<file path="src/inc/pstr_regs.svh">
`ifndef PSTR_REGS_SVH
`define PSTR_REGS_SVH

// ------------------------------------------------------------
// Register indices (byte address is four times the index)
// ------------------------------------------------------------
`define PSTR_IDX_W          10
`define PSTR_IDX_SAMPLE     10'h0fa
`define PSTR_IDX_DC         10'h0fc
`define PSTR_IDX_TUNE       10'h0fe
`define PSTR_IDX_STATUS     10'h100
`define PSTR_IDX_MASK       10'h101

// ------------------------------------------------------------
// Field layout
// ------------------------------------------------------------
`define PSTR_ADDR_W         12
`define PSTR_IDX_LSB        2
`define PSTR_SENS_LANE      0
`define PSTR_DBNC_LANE      1
`define PSTR_NEV            3
`define PSTR_EV_SAMPLE      0
`define PSTR_EV_DC          1
`define PSTR_EV_RANGE       2
`define PSTR_MASK_LANE      0
`define PSTR_PH_ACK_BIT     1
`define PSTR_SENS_F         7:0
`define PSTR_DBNC_F         15:8
`define PSTR_WORD_F         15:0

// ------------------------------------------------------------
// Reset values and limits
// ------------------------------------------------------------
`define PSTR_WORD_RST       16'h0000
`define PSTR_SENS_RST       8'h01
`define PSTR_DBNC_RST       8'h01
`define PSTR_TUNE_ZERO      8'h00
`define PSTR_DATA_RST       32'h0000_0000
`define PSTR_EV_RST         3'h0

`endif

</file>
<file path="src/inc/pstr_pkg.sv">
`include "pstr_regs.svh"

package pstr_pkg;

    // Engine side: one sample and one DC level, each with its strobe
    typedef struct packed {
        logic        sample_vld;
        logic [15:0] sample_data;
        logic        dc_vld;
        logic [15:0] dc_data;
    } pstr_engine_t;

    typedef enum logic [1:0] {
        PSTR_IDLE = 2'b01,
        PSTR_ACK  = 2'b10
    } pstr_phase_t;

    typedef struct packed {
        pstr_phase_t               phase;
        logic [15:0]               sample;
        logic [15:0]               dc;
        logic [7:0]                sens;
        logic [7:0]                dbnc;
        logic [31:0]               prdata;
        logic                      pslverr;
        logic [`PSTR_NEV-1:0]      rd_clr;
    } pstr_regs_st_t;

    typedef struct packed {
        logic [`PSTR_NEV-1:0]      status;
        logic [`PSTR_NEV-1:0]      mask;
        logic                      irq;
    } pstr_flag_st_t;

endpackage : pstr_pkg

</file>
<file path="src/hdl/pstr_event_flags.sv">
`timescale 1ns/10ps
`default_nettype none
`include "pstr_regs.svh"

module pstr_event_flags (
    input  wire logic                 sys_clk,
    input  wire logic                 nrst,
    input  wire logic                 ce,
    input  wire logic [`PSTR_NEV-1:0] set_ev,
    input  wire logic [`PSTR_NEV-1:0] clr_ev,
    input  wire logic                 mask_wr,
    input  wire logic [`PSTR_NEV-1:0] mask_wdata,
    output logic      [`PSTR_NEV-1:0] status,
    output logic      [`PSTR_NEV-1:0] mask,
    output logic                      irq
);

    pstr_pkg::pstr_flag_st_t st_ff;
    pstr_pkg::pstr_flag_st_t nxt_st;

    // ------------------------------------------------------------
    // Sticky flags
    // ------------------------------------------------------------
    // A set in the cycle of its clear survives, so no event is lost
    always_comb begin
        nxt_st        = st_ff;
        nxt_st.status = set_ev | (st_ff.status & ~clr_ev);
        if (mask_wr) begin
            nxt_st.mask = mask_wdata;
        end
        nxt_st.irq    = |(nxt_st.status & nxt_st.mask);
    end

    always_ff @(posedge sys_clk or negedge nrst) begin
        if (!nrst) begin
            st_ff <= '{status: `PSTR_EV_RST, mask: `PSTR_EV_RST, irq: 1'b0};
        end else if (ce) begin
            st_ff <= nxt_st;
        end
    end

    assign status = st_ff.status;
    assign mask   = st_ff.mask;
    assign irq    = st_ff.irq;

    // ------------------------------------------------------------
    // Checks
    // ------------------------------------------------------------
    a_flag_sticky_set: assert property (
        @(posedge sys_clk) disable iff (!nrst)
        ce && set_ev[`PSTR_EV_SAMPLE] |=> status[`PSTR_EV_SAMPLE] ##1
        (status[`PSTR_EV_SAMPLE] || $past(clr_ev[`PSTR_EV_SAMPLE]) || !$past(ce)))
        else $error("New-sample flag not held after its event");

    a_irq_level_match: assert property (
        @(posedge sys_clk) disable iff (!nrst)
        irq == |(status & mask))
        else $error("Interrupt level disagrees with masked status");

endmodule : pstr_event_flags

`default_nettype wire

</file>
<file path="src/hdl/pstr_regs_top.sv">
// Local design decision: register access over APB.
`timescale 1ns/10ps
`default_nettype none
`include "pstr_regs.svh"

// Summary of operation
// - Fresh sample loads register, sets new-sample flag
// - Each control-limit result loads the DC level
// - Sensitivity stays within 1 to 255
// - Debounce timeout stays within 1 to 255
// - Engine values read-only; tuning values read-write

module pstr_regs_top (
    input  wire logic                    sys_clk,
    input  wire logic                    nrst,
    input  wire logic                    ce,
    input  wire logic                    psel,
    input  wire logic                    penable,
    input  wire logic                    pwrite,
    input  wire logic [`PSTR_ADDR_W-1:0] paddr,
    input  wire logic [31:0]             pwdata,
    input  wire logic [3:0]              pstrb,
    output logic      [31:0]             prdata,
    output logic                         pready,
    output logic                         pslverr,
    input  wire pstr_pkg::pstr_engine_t  eng,
    output logic      [7:0]              ext_sense,
    output logic      [7:0]              ext_timeout,
    output logic                         irq
);

    pstr_pkg::pstr_regs_st_t st_ff;
    pstr_pkg::pstr_regs_st_t nxt_st;

    logic [`PSTR_NEV-1:0] ev_status;
    logic [`PSTR_NEV-1:0] ev_mask;
    logic [`PSTR_NEV-1:0] set_ev;
    logic [`PSTR_NEV-1:0] clr_ev;
    logic                 mask_wr;
    logic                 range_err;

    // ------------------------------------------------------------
    // Address decode
    // ------------------------------------------------------------
    function automatic logic hit_idx(
        input logic [`PSTR_ADDR_W-1:0] addr,
        input logic [`PSTR_IDX_W-1:0]  idx
    );
        hit_idx = (addr[`PSTR_ADDR_W-1:`PSTR_IDX_LSB] == idx);
    endfunction : hit_idx

    // A zero written to a lane that is enabled is out of range
    function automatic logic tune_bad(
        input logic [31:0] wdata,
        input logic [3:0]  strb
    );
        logic s_bad;
        logic d_bad;
        s_bad = strb[`PSTR_SENS_LANE] &&
                (wdata[`PSTR_SENS_F] == `PSTR_TUNE_ZERO);
        d_bad = strb[`PSTR_DBNC_LANE] &&
                (wdata[`PSTR_DBNC_F] == `PSTR_TUNE_ZERO);
        tune_bad = s_bad || d_bad;
    endfunction : tune_bad

    // ------------------------------------------------------------
    // Next state
    // ------------------------------------------------------------
    always_comb begin
        nxt_st    = st_ff;
        clr_ev    = `PSTR_EV_RST;
        mask_wr   = 1'b0;
        range_err = 1'b0;

        // Engine updates land whole, never one byte at a time
        if (eng.sample_vld) begin
            nxt_st.sample = eng.sample_data;
        end
        if (eng.dc_vld) begin
            nxt_st.dc = eng.dc_data;
        end

        case (st_ff.phase)
            pstr_pkg::PSTR_IDLE: begin
                if (psel && penable) begin
                    nxt_st.phase   = pstr_pkg::PSTR_ACK;
                    nxt_st.prdata  = `PSTR_DATA_RST;
                    nxt_st.pslverr = 1'b0;
                    nxt_st.rd_clr  = `PSTR_EV_RST;
                    if (hit_idx(paddr, `PSTR_IDX_SAMPLE)) begin
                        // Whole value in one word, so one read is atomic
                        nxt_st.prdata[`PSTR_WORD_F] = st_ff.sample;
                        nxt_st.pslverr      = pwrite;
                    end else if (hit_idx(paddr, `PSTR_IDX_DC)) begin
                        nxt_st.prdata[`PSTR_WORD_F] = st_ff.dc;
                        nxt_st.pslverr      = pwrite;
                    end else if (hit_idx(paddr, `PSTR_IDX_TUNE)) begin
                        nxt_st.prdata[`PSTR_SENS_F] = st_ff.sens;
                        nxt_st.prdata[`PSTR_DBNC_F] = st_ff.dbnc;
                        nxt_st.pslverr      = pwrite &&
                                              tune_bad(pwdata, pstrb);
                    end else if (hit_idx(paddr, `PSTR_IDX_STATUS)) begin
                        nxt_st.prdata[`PSTR_NEV-1:0] = ev_status;
                        // Clear only what this read reports
                        nxt_st.rd_clr  = pwrite ? `PSTR_EV_RST : ev_status;
                        nxt_st.pslverr = pwrite;
                    end else if (hit_idx(paddr, `PSTR_IDX_MASK)) begin
                        nxt_st.prdata[`PSTR_NEV-1:0] = ev_mask;
                    end else begin
                        nxt_st.pslverr = 1'b1;
                    end
                end
            end
            pstr_pkg::PSTR_ACK: begin
                // Completion edge: writes and read side effects act here
                nxt_st.phase  = pstr_pkg::PSTR_IDLE;
                nxt_st.rd_clr = `PSTR_EV_RST;
                clr_ev        = st_ff.rd_clr;
                if (pwrite && hit_idx(paddr, `PSTR_IDX_TUNE)) begin
                    if (st_ff.pslverr) begin
                        range_err = 1'b1;
                    end else begin
                        if (pstrb[`PSTR_SENS_LANE]) begin
                            nxt_st.sens = pwdata[`PSTR_SENS_F];
                        end
                        if (pstrb[`PSTR_DBNC_LANE]) begin
                            nxt_st.dbnc = pwdata[`PSTR_DBNC_F];
                        end
                    end
                end
                if (pwrite && hit_idx(paddr, `PSTR_IDX_MASK)) begin
                    mask_wr = pstrb[`PSTR_MASK_LANE];
                end
            end
            default: begin
                nxt_st.phase = pstr_pkg::PSTR_IDLE;
            end
        endcase
    end

    always_comb begin
        set_ev                 = `PSTR_EV_RST;
        set_ev[`PSTR_EV_SAMPLE] = eng.sample_vld;
        set_ev[`PSTR_EV_DC]     = eng.dc_vld;
        set_ev[`PSTR_EV_RANGE]  = range_err;
    end

    // ------------------------------------------------------------
    // State register
    // ------------------------------------------------------------
    always_ff @(posedge sys_clk or negedge nrst) begin
        if (!nrst) begin
            st_ff <= '{phase:   pstr_pkg::PSTR_IDLE,
                       sample:  `PSTR_WORD_RST,
                       dc:      `PSTR_WORD_RST,
                       sens:    `PSTR_SENS_RST,
                       dbnc:    `PSTR_DBNC_RST,
                       prdata:  `PSTR_DATA_RST,
                       pslverr: 1'b0,
                       rd_clr:  `PSTR_EV_RST};
        end else if (ce) begin
            st_ff <= nxt_st;
        end
    end

    // ------------------------------------------------------------
    // Event flags and interrupt
    // ------------------------------------------------------------
    pstr_event_flags u_flags (
        .sys_clk    (sys_clk),
        .nrst       (nrst),
        .ce         (ce),
        .set_ev     (set_ev),
        .clr_ev     (clr_ev),
        .mask_wr    (mask_wr),
        .mask_wdata (pwdata[`PSTR_NEV-1:0]),
        .status     (ev_status),
        .mask       (ev_mask),
        .irq        (irq)
    );

    assign prdata      = st_ff.prdata;
    assign pready      = st_ff.phase[`PSTR_PH_ACK_BIT];
    assign pslverr     = st_ff.pslverr;
    assign ext_sense   = st_ff.sens;
    assign ext_timeout = st_ff.dbnc;

    // ------------------------------------------------------------
    // Checks
    // ------------------------------------------------------------
    a_sample_load: assert property (
        @(posedge sys_clk) disable iff (!nrst)
        ce && eng.sample_vld |=> st_ff.sample == $past(eng.sample_data))
        else $error("Sample not loaded after engine strobe");

    a_dc_level_load: assert property (
        @(posedge sys_clk) disable iff (!nrst)
        ce && eng.dc_vld |=> st_ff.dc == $past(eng.dc_data))
        else $error("DC level not loaded after engine strobe");

    a_sens_in_range: assert property (
        @(posedge sys_clk) disable iff (!nrst)
        ext_sense != `PSTR_TUNE_ZERO)
        else $error("Sensitivity left its valid range");

    a_dbnc_in_range: assert property (
        @(posedge sys_clk) disable iff (!nrst)
        ext_timeout != `PSTR_TUNE_ZERO)
        else $error("Debounce timeout left its valid range");

    a_ro_pair_hold: assert property (
        @(posedge sys_clk) disable iff (!nrst)
        !(ce && eng.sample_vld) && !(ce && eng.dc_vld) |=>
        $stable(st_ff.sample) && $stable(st_ff.dc))
        else $error("Read-only pair changed without engine strobe");

    a_tune_write_ok: assert property (
        @(posedge sys_clk) disable iff (!nrst)
        ce && pready && pwrite && !pslverr && pstrb[`PSTR_SENS_LANE] &&
        hit_idx(paddr, `PSTR_IDX_TUNE) |=> ext_sense == $past(pwdata[7:0]))
        else $error("Sensitivity write not stored");

    a_pair_together: assert property (
        @(posedge sys_clk) disable iff (!nrst)
        $changed(st_ff.sample[7:0]) || $changed(st_ff.sample[15:8]) |->
        st_ff.sample == $past(eng.sample_data) && $past(eng.sample_vld))
        else $error("Sample halves changed apart");

    a_apb_answer: assert property (
        @(posedge sys_clk) disable iff (!nrst)
        ce && psel && penable && !pready |=> pready ##1 !pready)
        else $error("APB answer not exactly one cycle later");

    // ------------------------------------------------------------
    // Bus, flag and freeze checks
    // ------------------------------------------------------------
    // Answer stands one cycle only, so a held request is not taken twice
    a_pready_pulse: assert property (
        @(posedge sys_clk) disable iff (!nrst)
        ce && pready |=> !pready)
        else $error("Bus answer stood longer than one cycle");

    a_phase_onehot: assert property (
        @(posedge sys_clk) disable iff (!nrst)
        $onehot(st_ff.phase))
        else $error("Bus phase register lost its one-hot code");

    a_sample_read: assert property (
        @(posedge sys_clk) disable iff (!nrst)
        ce && psel && penable && !pready && !pwrite && hit_idx(paddr, `PSTR_IDX_SAMPLE) |=>
        prdata == {16'h0000, $past(st_ff.sample)})
        else $error("Sample read did not return one whole word");

    a_ro_write_err: assert property (
        @(posedge sys_clk) disable iff (!nrst)
        ce && psel && penable && !pready && pwrite &&
        (hit_idx(paddr, `PSTR_IDX_SAMPLE) || hit_idx(paddr, `PSTR_IDX_DC)) |=> pslverr)
        else $error("Write to an engine value not refused");

    a_sens_zero_err: assert property (
        @(posedge sys_clk) disable iff (!nrst)
        ce && psel && penable && !pready && pwrite && hit_idx(paddr, `PSTR_IDX_TUNE) &&
        pstrb[`PSTR_SENS_LANE] && pwdata[`PSTR_SENS_F] == `PSTR_TUNE_ZERO |=> pslverr)
        else $error("Zero sensitivity write not refused");

    a_dbnc_zero_err: assert property (
        @(posedge sys_clk) disable iff (!nrst)
        ce && psel && penable && !pready && pwrite && hit_idx(paddr, `PSTR_IDX_TUNE) &&
        pstrb[`PSTR_DBNC_LANE] && pwdata[`PSTR_DBNC_F] == `PSTR_TUNE_ZERO |=> pslverr)
        else $error("Zero debounce timeout write not refused");

    a_tune_refused: assert property (
        @(posedge sys_clk) disable iff (!nrst)
        ce && pready && pwrite && pslverr && hit_idx(paddr, `PSTR_IDX_TUNE) |=>
        $stable(ext_sense) && $stable(ext_timeout) && ev_status[`PSTR_EV_RANGE])
        else $error("Refused tuning write stored data or raised no flag");

    a_dbnc_write_ok: assert property (
        @(posedge sys_clk) disable iff (!nrst)
        ce && pready && pwrite && !pslverr && pstrb[`PSTR_DBNC_LANE] &&
        hit_idx(paddr, `PSTR_IDX_TUNE) |=> ext_timeout == $past(pwdata[`PSTR_DBNC_F]))
        else $error("Debounce timeout write not stored");

    a_status_rd_clear: assert property (
        @(posedge sys_clk) disable iff (!nrst)
        ce && pready && !pwrite && hit_idx(paddr, `PSTR_IDX_STATUS) |=>
        (ev_status & $past(st_ff.rd_clr) & ~$past(set_ev)) == `PSTR_EV_RST)
        else $error("Reported status bits not cleared by their read");

    a_mask_write: assert property (
        @(posedge sys_clk) disable iff (!nrst)
        ce && pready && pwrite && pstrb[`PSTR_MASK_LANE] && hit_idx(paddr, `PSTR_IDX_MASK) |=>
        ev_mask == $past(pwdata[`PSTR_NEV-1:0]))
        else $error("Mask write not stored");

    a_unmapped_err: assert property (
        @(posedge sys_clk) disable iff (!nrst)
        ce && psel && penable && !pready &&
        !hit_idx(paddr, `PSTR_IDX_SAMPLE) && !hit_idx(paddr, `PSTR_IDX_DC) &&
        !hit_idx(paddr, `PSTR_IDX_TUNE) && !hit_idx(paddr, `PSTR_IDX_STATUS) &&
        !hit_idx(paddr, `PSTR_IDX_MASK) |=> pslverr && prdata == `PSTR_DATA_RST)
        else $error("Unmapped access not refused");

    a_dc_flag_set: assert property (
        @(posedge sys_clk) disable iff (!nrst)
        ce && eng.dc_vld |=> ev_status[`PSTR_EV_DC])
        else $error("New DC level flag not raised");

    a_sample_flag_set: assert property (
        @(posedge sys_clk) disable iff (!nrst)
        ce && eng.sample_vld |=> ev_status[`PSTR_EV_SAMPLE])
        else $error("New sample flag not raised");

    // A low enable must hold every register, the bus answer included
    a_ce_freeze: assert property (
        @(posedge sys_clk) disable iff (!nrst)
        !ce |=> $stable(st_ff) && $stable(ev_status) && $stable(ev_mask) && $stable(irq))
        else $error("State moved while clock enable was low");

endmodule : pstr_regs_top

`default_nettype wire

</file>
<file path="config.mk">
export PLATFORM = sky130hd
export DESIGN_NAME = pstr_regs_top
export DESIGN_NICKNAME = d
export VERILOG_FILES = /design/src/inc/pstr_pkg.sv /design/src/hdl/pstr_event_flags.sv /design/src/hdl/pstr_regs_top.sv
export VERILOG_INCLUDE_DIRS = /design/src /design/src/inc
export SDC_FILE = /design/constraint.sdc
export NUM_CORES = 1
export LEC_CHECK = 0
export BUFFER_PORTS_ARGS = -buffer_cell sky130_fd_sc_hd__buf_2
export CAP_MARGIN = 5
export CELL_PAD_IN_SITES_DETAIL_PLACEMENT = 1
export CELL_PAD_IN_SITES_GLOBAL_PLACEMENT = 1
export CORE_ASPECT_RATIO = 0.7
export CORE_UTILIZATION = 35
export CTS_CLUSTER_SIZE = 10
export DETAILED_ROUTE_END_ITERATION = 16
export PLACE_DENSITY = 0.74
export SLEW_MARGIN = 10
export SYNTH_ARGS = -nofsm -noshare
export SYNTH_HDL_FRONTEND = slang
export SYNTH_HIERARCHICAL = 1
export SYNTH_SLANG_ARGS = --single-unit
</file>
<file path="constraint.sdc">
create_clock -name sys_clk -period 3.4 [get_ports sys_clk]
set_input_delay 0.68 -clock sys_clk [delete_from_list [all_inputs] [get_ports sys_clk]]
set_output_delay 0.68 -clock sys_clk [all_outputs]
set_load 0.02 [all_outputs]
</file>
==> results_dict.tcl <==
set metrics [dict create \
    synthTopCellsByCount "74 x dfrtp_1, 50 x mux2_2, 49 x buf_4" \
    cts_max_level 3 \
    yosysUniqueCellTypes 46 \
    first_pass_iters 4 \
    worst_slew_pin_slew_ns 1.00 \
    post_cts_resized 0 \
    path_depth 6 \
    cts_setup_buffers 0 \
    drt_iter0_drc 190 \
    p_switching_w 0.000558 \
    antenna_found_initial 0 \
    hp-class "flip-flop to flip-flop" \
    vias 2858 \
    start_kind "primary input" \
    critPathTopFamily "simple AND/OR/NAND/NOR gates" \
    synth_area_leaders "dfrtp_1 47%, mux2_2 14%, buf_4 9.3%" \
    internal_power_w 0.00181 \
    timing.final.crit_share_pct 66.2 \
    fp.dieH_um 90.7 \
    hold_depth 2 \
    reg2reg_from "pready$_DFFE_PN0P_" \
    fillers 1208 \
    pwr-share-comb_pct 10.6 \
    grt_setup_unrepaired "no" \
    critPathMaxFanout 19 \
    drt_wl_total_um 10900 \
    maxCapViolations 0 \
    synth-main-ff-cell "dfrtp_1" \
    worstSkewPairLatency_ns 0.34 \
    cp-end-kind "flip-flop" \
    slowest_stage "or3_1" \
    hpwlAfterDp_um 8070 \
    synth_top_area_cell "dfrtp_1" \
    grt_pass1_vias 3038 \
    r2r_setup_slack_ns 1.36 \
    grt_pass1_wl_um 17200 \
    postCtsHoldBufs 0 \
    area_growth_pct 16.4 \
    syn_area_mm2 0.00394 \
    min_period_ns 2.25 \
    crit_required_ns 3.65 \
    die_width_um 129 \
    gp_congestion 0.827 \
    power.leakage_nw 2.23 \
    synth_seq_cells 77 \
    antenna_left 0 \
    fin_hold_ws_ns 0.482 \
    status "complete, no violations" \
    grt_use_total_pct 19.9 \
    final_nets 506 \
    setup_violations 0 \
    fin_setup_tns_ns 0 \
    core-area_mm2 0.0106 \
    tritoncts "done" \
    power_frac_clock_pct 46.2 \
    diodes 0 \
    yosysMostFrequentCell "dfrtp_1" \
    critPathKind "primary input to flip-flop" \
    clk_pin_slew_ns 0.06 \
    ir_drop_uv 244 \
    clock_sinks 77 \
    pin_count 139 \
    hold_end "prdata[12]$_DFFE_PN0P_" \
    synth_edf_count 0 \
    vias_per_cell 5.01 \
    seqPwrFrac_pct 43.2 \
    synth_top_cell_area_share_pct 47.1 \
    hold_start "prdata[12]$_DFFE_PN0P_" \
    avgSynthCellArea_um2 11.1 \
    grt_overflow 0 \
    ys_warn_count 6 \
    drc_errors 0 \
    rr_worst_depth 6 \
    numCtsBuffers 9 \
    cts_root_buf "clkbuf_16" \
    switching_share_pct 23.6 \
    critPathLaunch "paddr[2]" \
    grt_max_degree 78 \
    cpPeakStageDelay_ns 0.70 \
    synth_seq_area_share_pct 49.1 \
    fmax_ghz 0.444 \
    cp.arrival_ns 2.50 \
    drive_above_1_share_pct 41.4 \
    die-area_mm2 0.0117 \
    io_buffers 102 \
    synth-async-reset-ratio_pct 100 \
    finClkSkew_ns 0.00769 \
    slew_viol_final 0 \
    synthCells 354 \
    r2r-end "u_flags/irq$_DFFE_PN0P_" \
    cts_buffer_depth 2 \
    num_rows 31 \
    hold_viol 0 \
    pwr_density_cell_mw_per_mm2 517 \
    wl_per_cell_um 19.1 \
    worstPathCellList "buf_2 -> or2_1 -> or3_1 -> nor3_1 -> o21ai_1 -> a31oi_1" \
    cp_num_buf_inv 1 \
    maxSlewHeadroom_pct 33.1 \
    initial_core_util_pct 37.0 \
]
-- cell type report --
type                    count  area, um2  share of cell area (%)
flip-flops and latches     77       1930                    42.1
multi-input cells         225       1590                    34.8
clock inverters             6        111                    2.43
well taps                 148        185                    4.04
inverters                   1       3.75                  0.0819
repair buffers            104        528                    11.5
clock buffers              10        229                    5.00
-- state kept, by name, summed over array words and instances, names as in the netlist --
name and cells:
st_ff 36, prdata 16, ext_sense 8, ext_timeout 8
u_flags/mask 3, u_flags/status 3, pready 1, pslverr 1
u_flags/irq 1
-- through the flow --
step | power, W | worst slack, ns | instances | instance area, um2 | utilization [%]
after floorplan | 0.00119 | 1.23 | 369 | 3990 | -
after global placement | 0.00128 | 0.855 | 555 | 4240 | 39.9
after detailed placement | 0.00129 | 0.827 | 555 | 4240 | 39.9
after CTS | 0.00240 | 1.17 | 571 | 4580 | 43.1
after global routing | 0.00246 | 1.06 | 571 | 4580 | 43.1
final | 0.00237 | 1.15 | 571 | 4580 | 43.1
-- worst reg2reg max path, cell delays in order, from the launching register on --
cell	delay, ns
dfrtp_1	0.41
nor2b_1	0.44
nand4_1	0.15
nor2_1	0.32
mux2_1	0.36
o21ai_1	0.11
a31oi_1	0.12
-- worst max-delay path by stage --
| stage | endpoint |
|---|---|
| floorplan | u_flags/irq$_DFFE_PN0P_ |
| global placement | pslverr$_DFFE_PN0P_ |
| detailed placement | u_flags/irq$_DFFE_PN0P_ |
| CTS | u_flags/irq$_DFFE_PN0P_ |
| global route | u_flags/irq$_DFFE_PN0P_ |
| finish | u_flags/irq$_DFFE_PN0P_ |
-- metal layers --
metal | part of all wire [%] | wire [um] | track usage, % | vias to the layer above
li1 | - | - | - | 1322
met1 | 49 | 5380 | 28.6 | 1441
met2 | 45 | 4870 | 29.1 | 85
met3 | 4.8 | 529 | 4.38 | 10
met4 | 1.4 | 152 | 7.16 | 0
met5 | 0 | 0 | 0 | -
-- power groups by stage --
stage                     sequential [W]  clock [W]  combinational, W
after floorplan                  0.00103          0          0.000154
after global placement           0.00103          0          0.000246
after detailed placement         0.00104          0          0.000253
after CTS                        0.00102    0.00113          0.000255
after global routing             0.00103    0.00115          0.000279
final                            0.00102    0.00109          0.000252
-- kinds of logic (layout without fill, tap and decap cells) --
logic type             after synthesis  count (layout)  synth area share, %
AO/OA/AOI/OAI                       67              67                 12.2
buffers and inverters               67             121                 11.9
flip-flops                          77              77                 49.1
multiplexers                        55              55                 15.6
other                                1              16               0.0953
AND/OR/NAND/NOR                     87              87                 11.1
-- layout by cell type (no fill, tap or decap), drive strengths merged, types with 5 or more instances in the layout --
master	synthesis	layout
a21o	13	13
a21oi	7	7
a22o	5	5
and2	6	6
buf	54	104
clkbuf	12	10
conb	1	16
dfrtp	74	74
mux2	51	51
nand2	24	24
nor2	24	24
nor2b	6	6
nor3	5	5
o21ai	19	19
o41ai	13	13
Note: power is estimated with default switching activity, not from simulation.
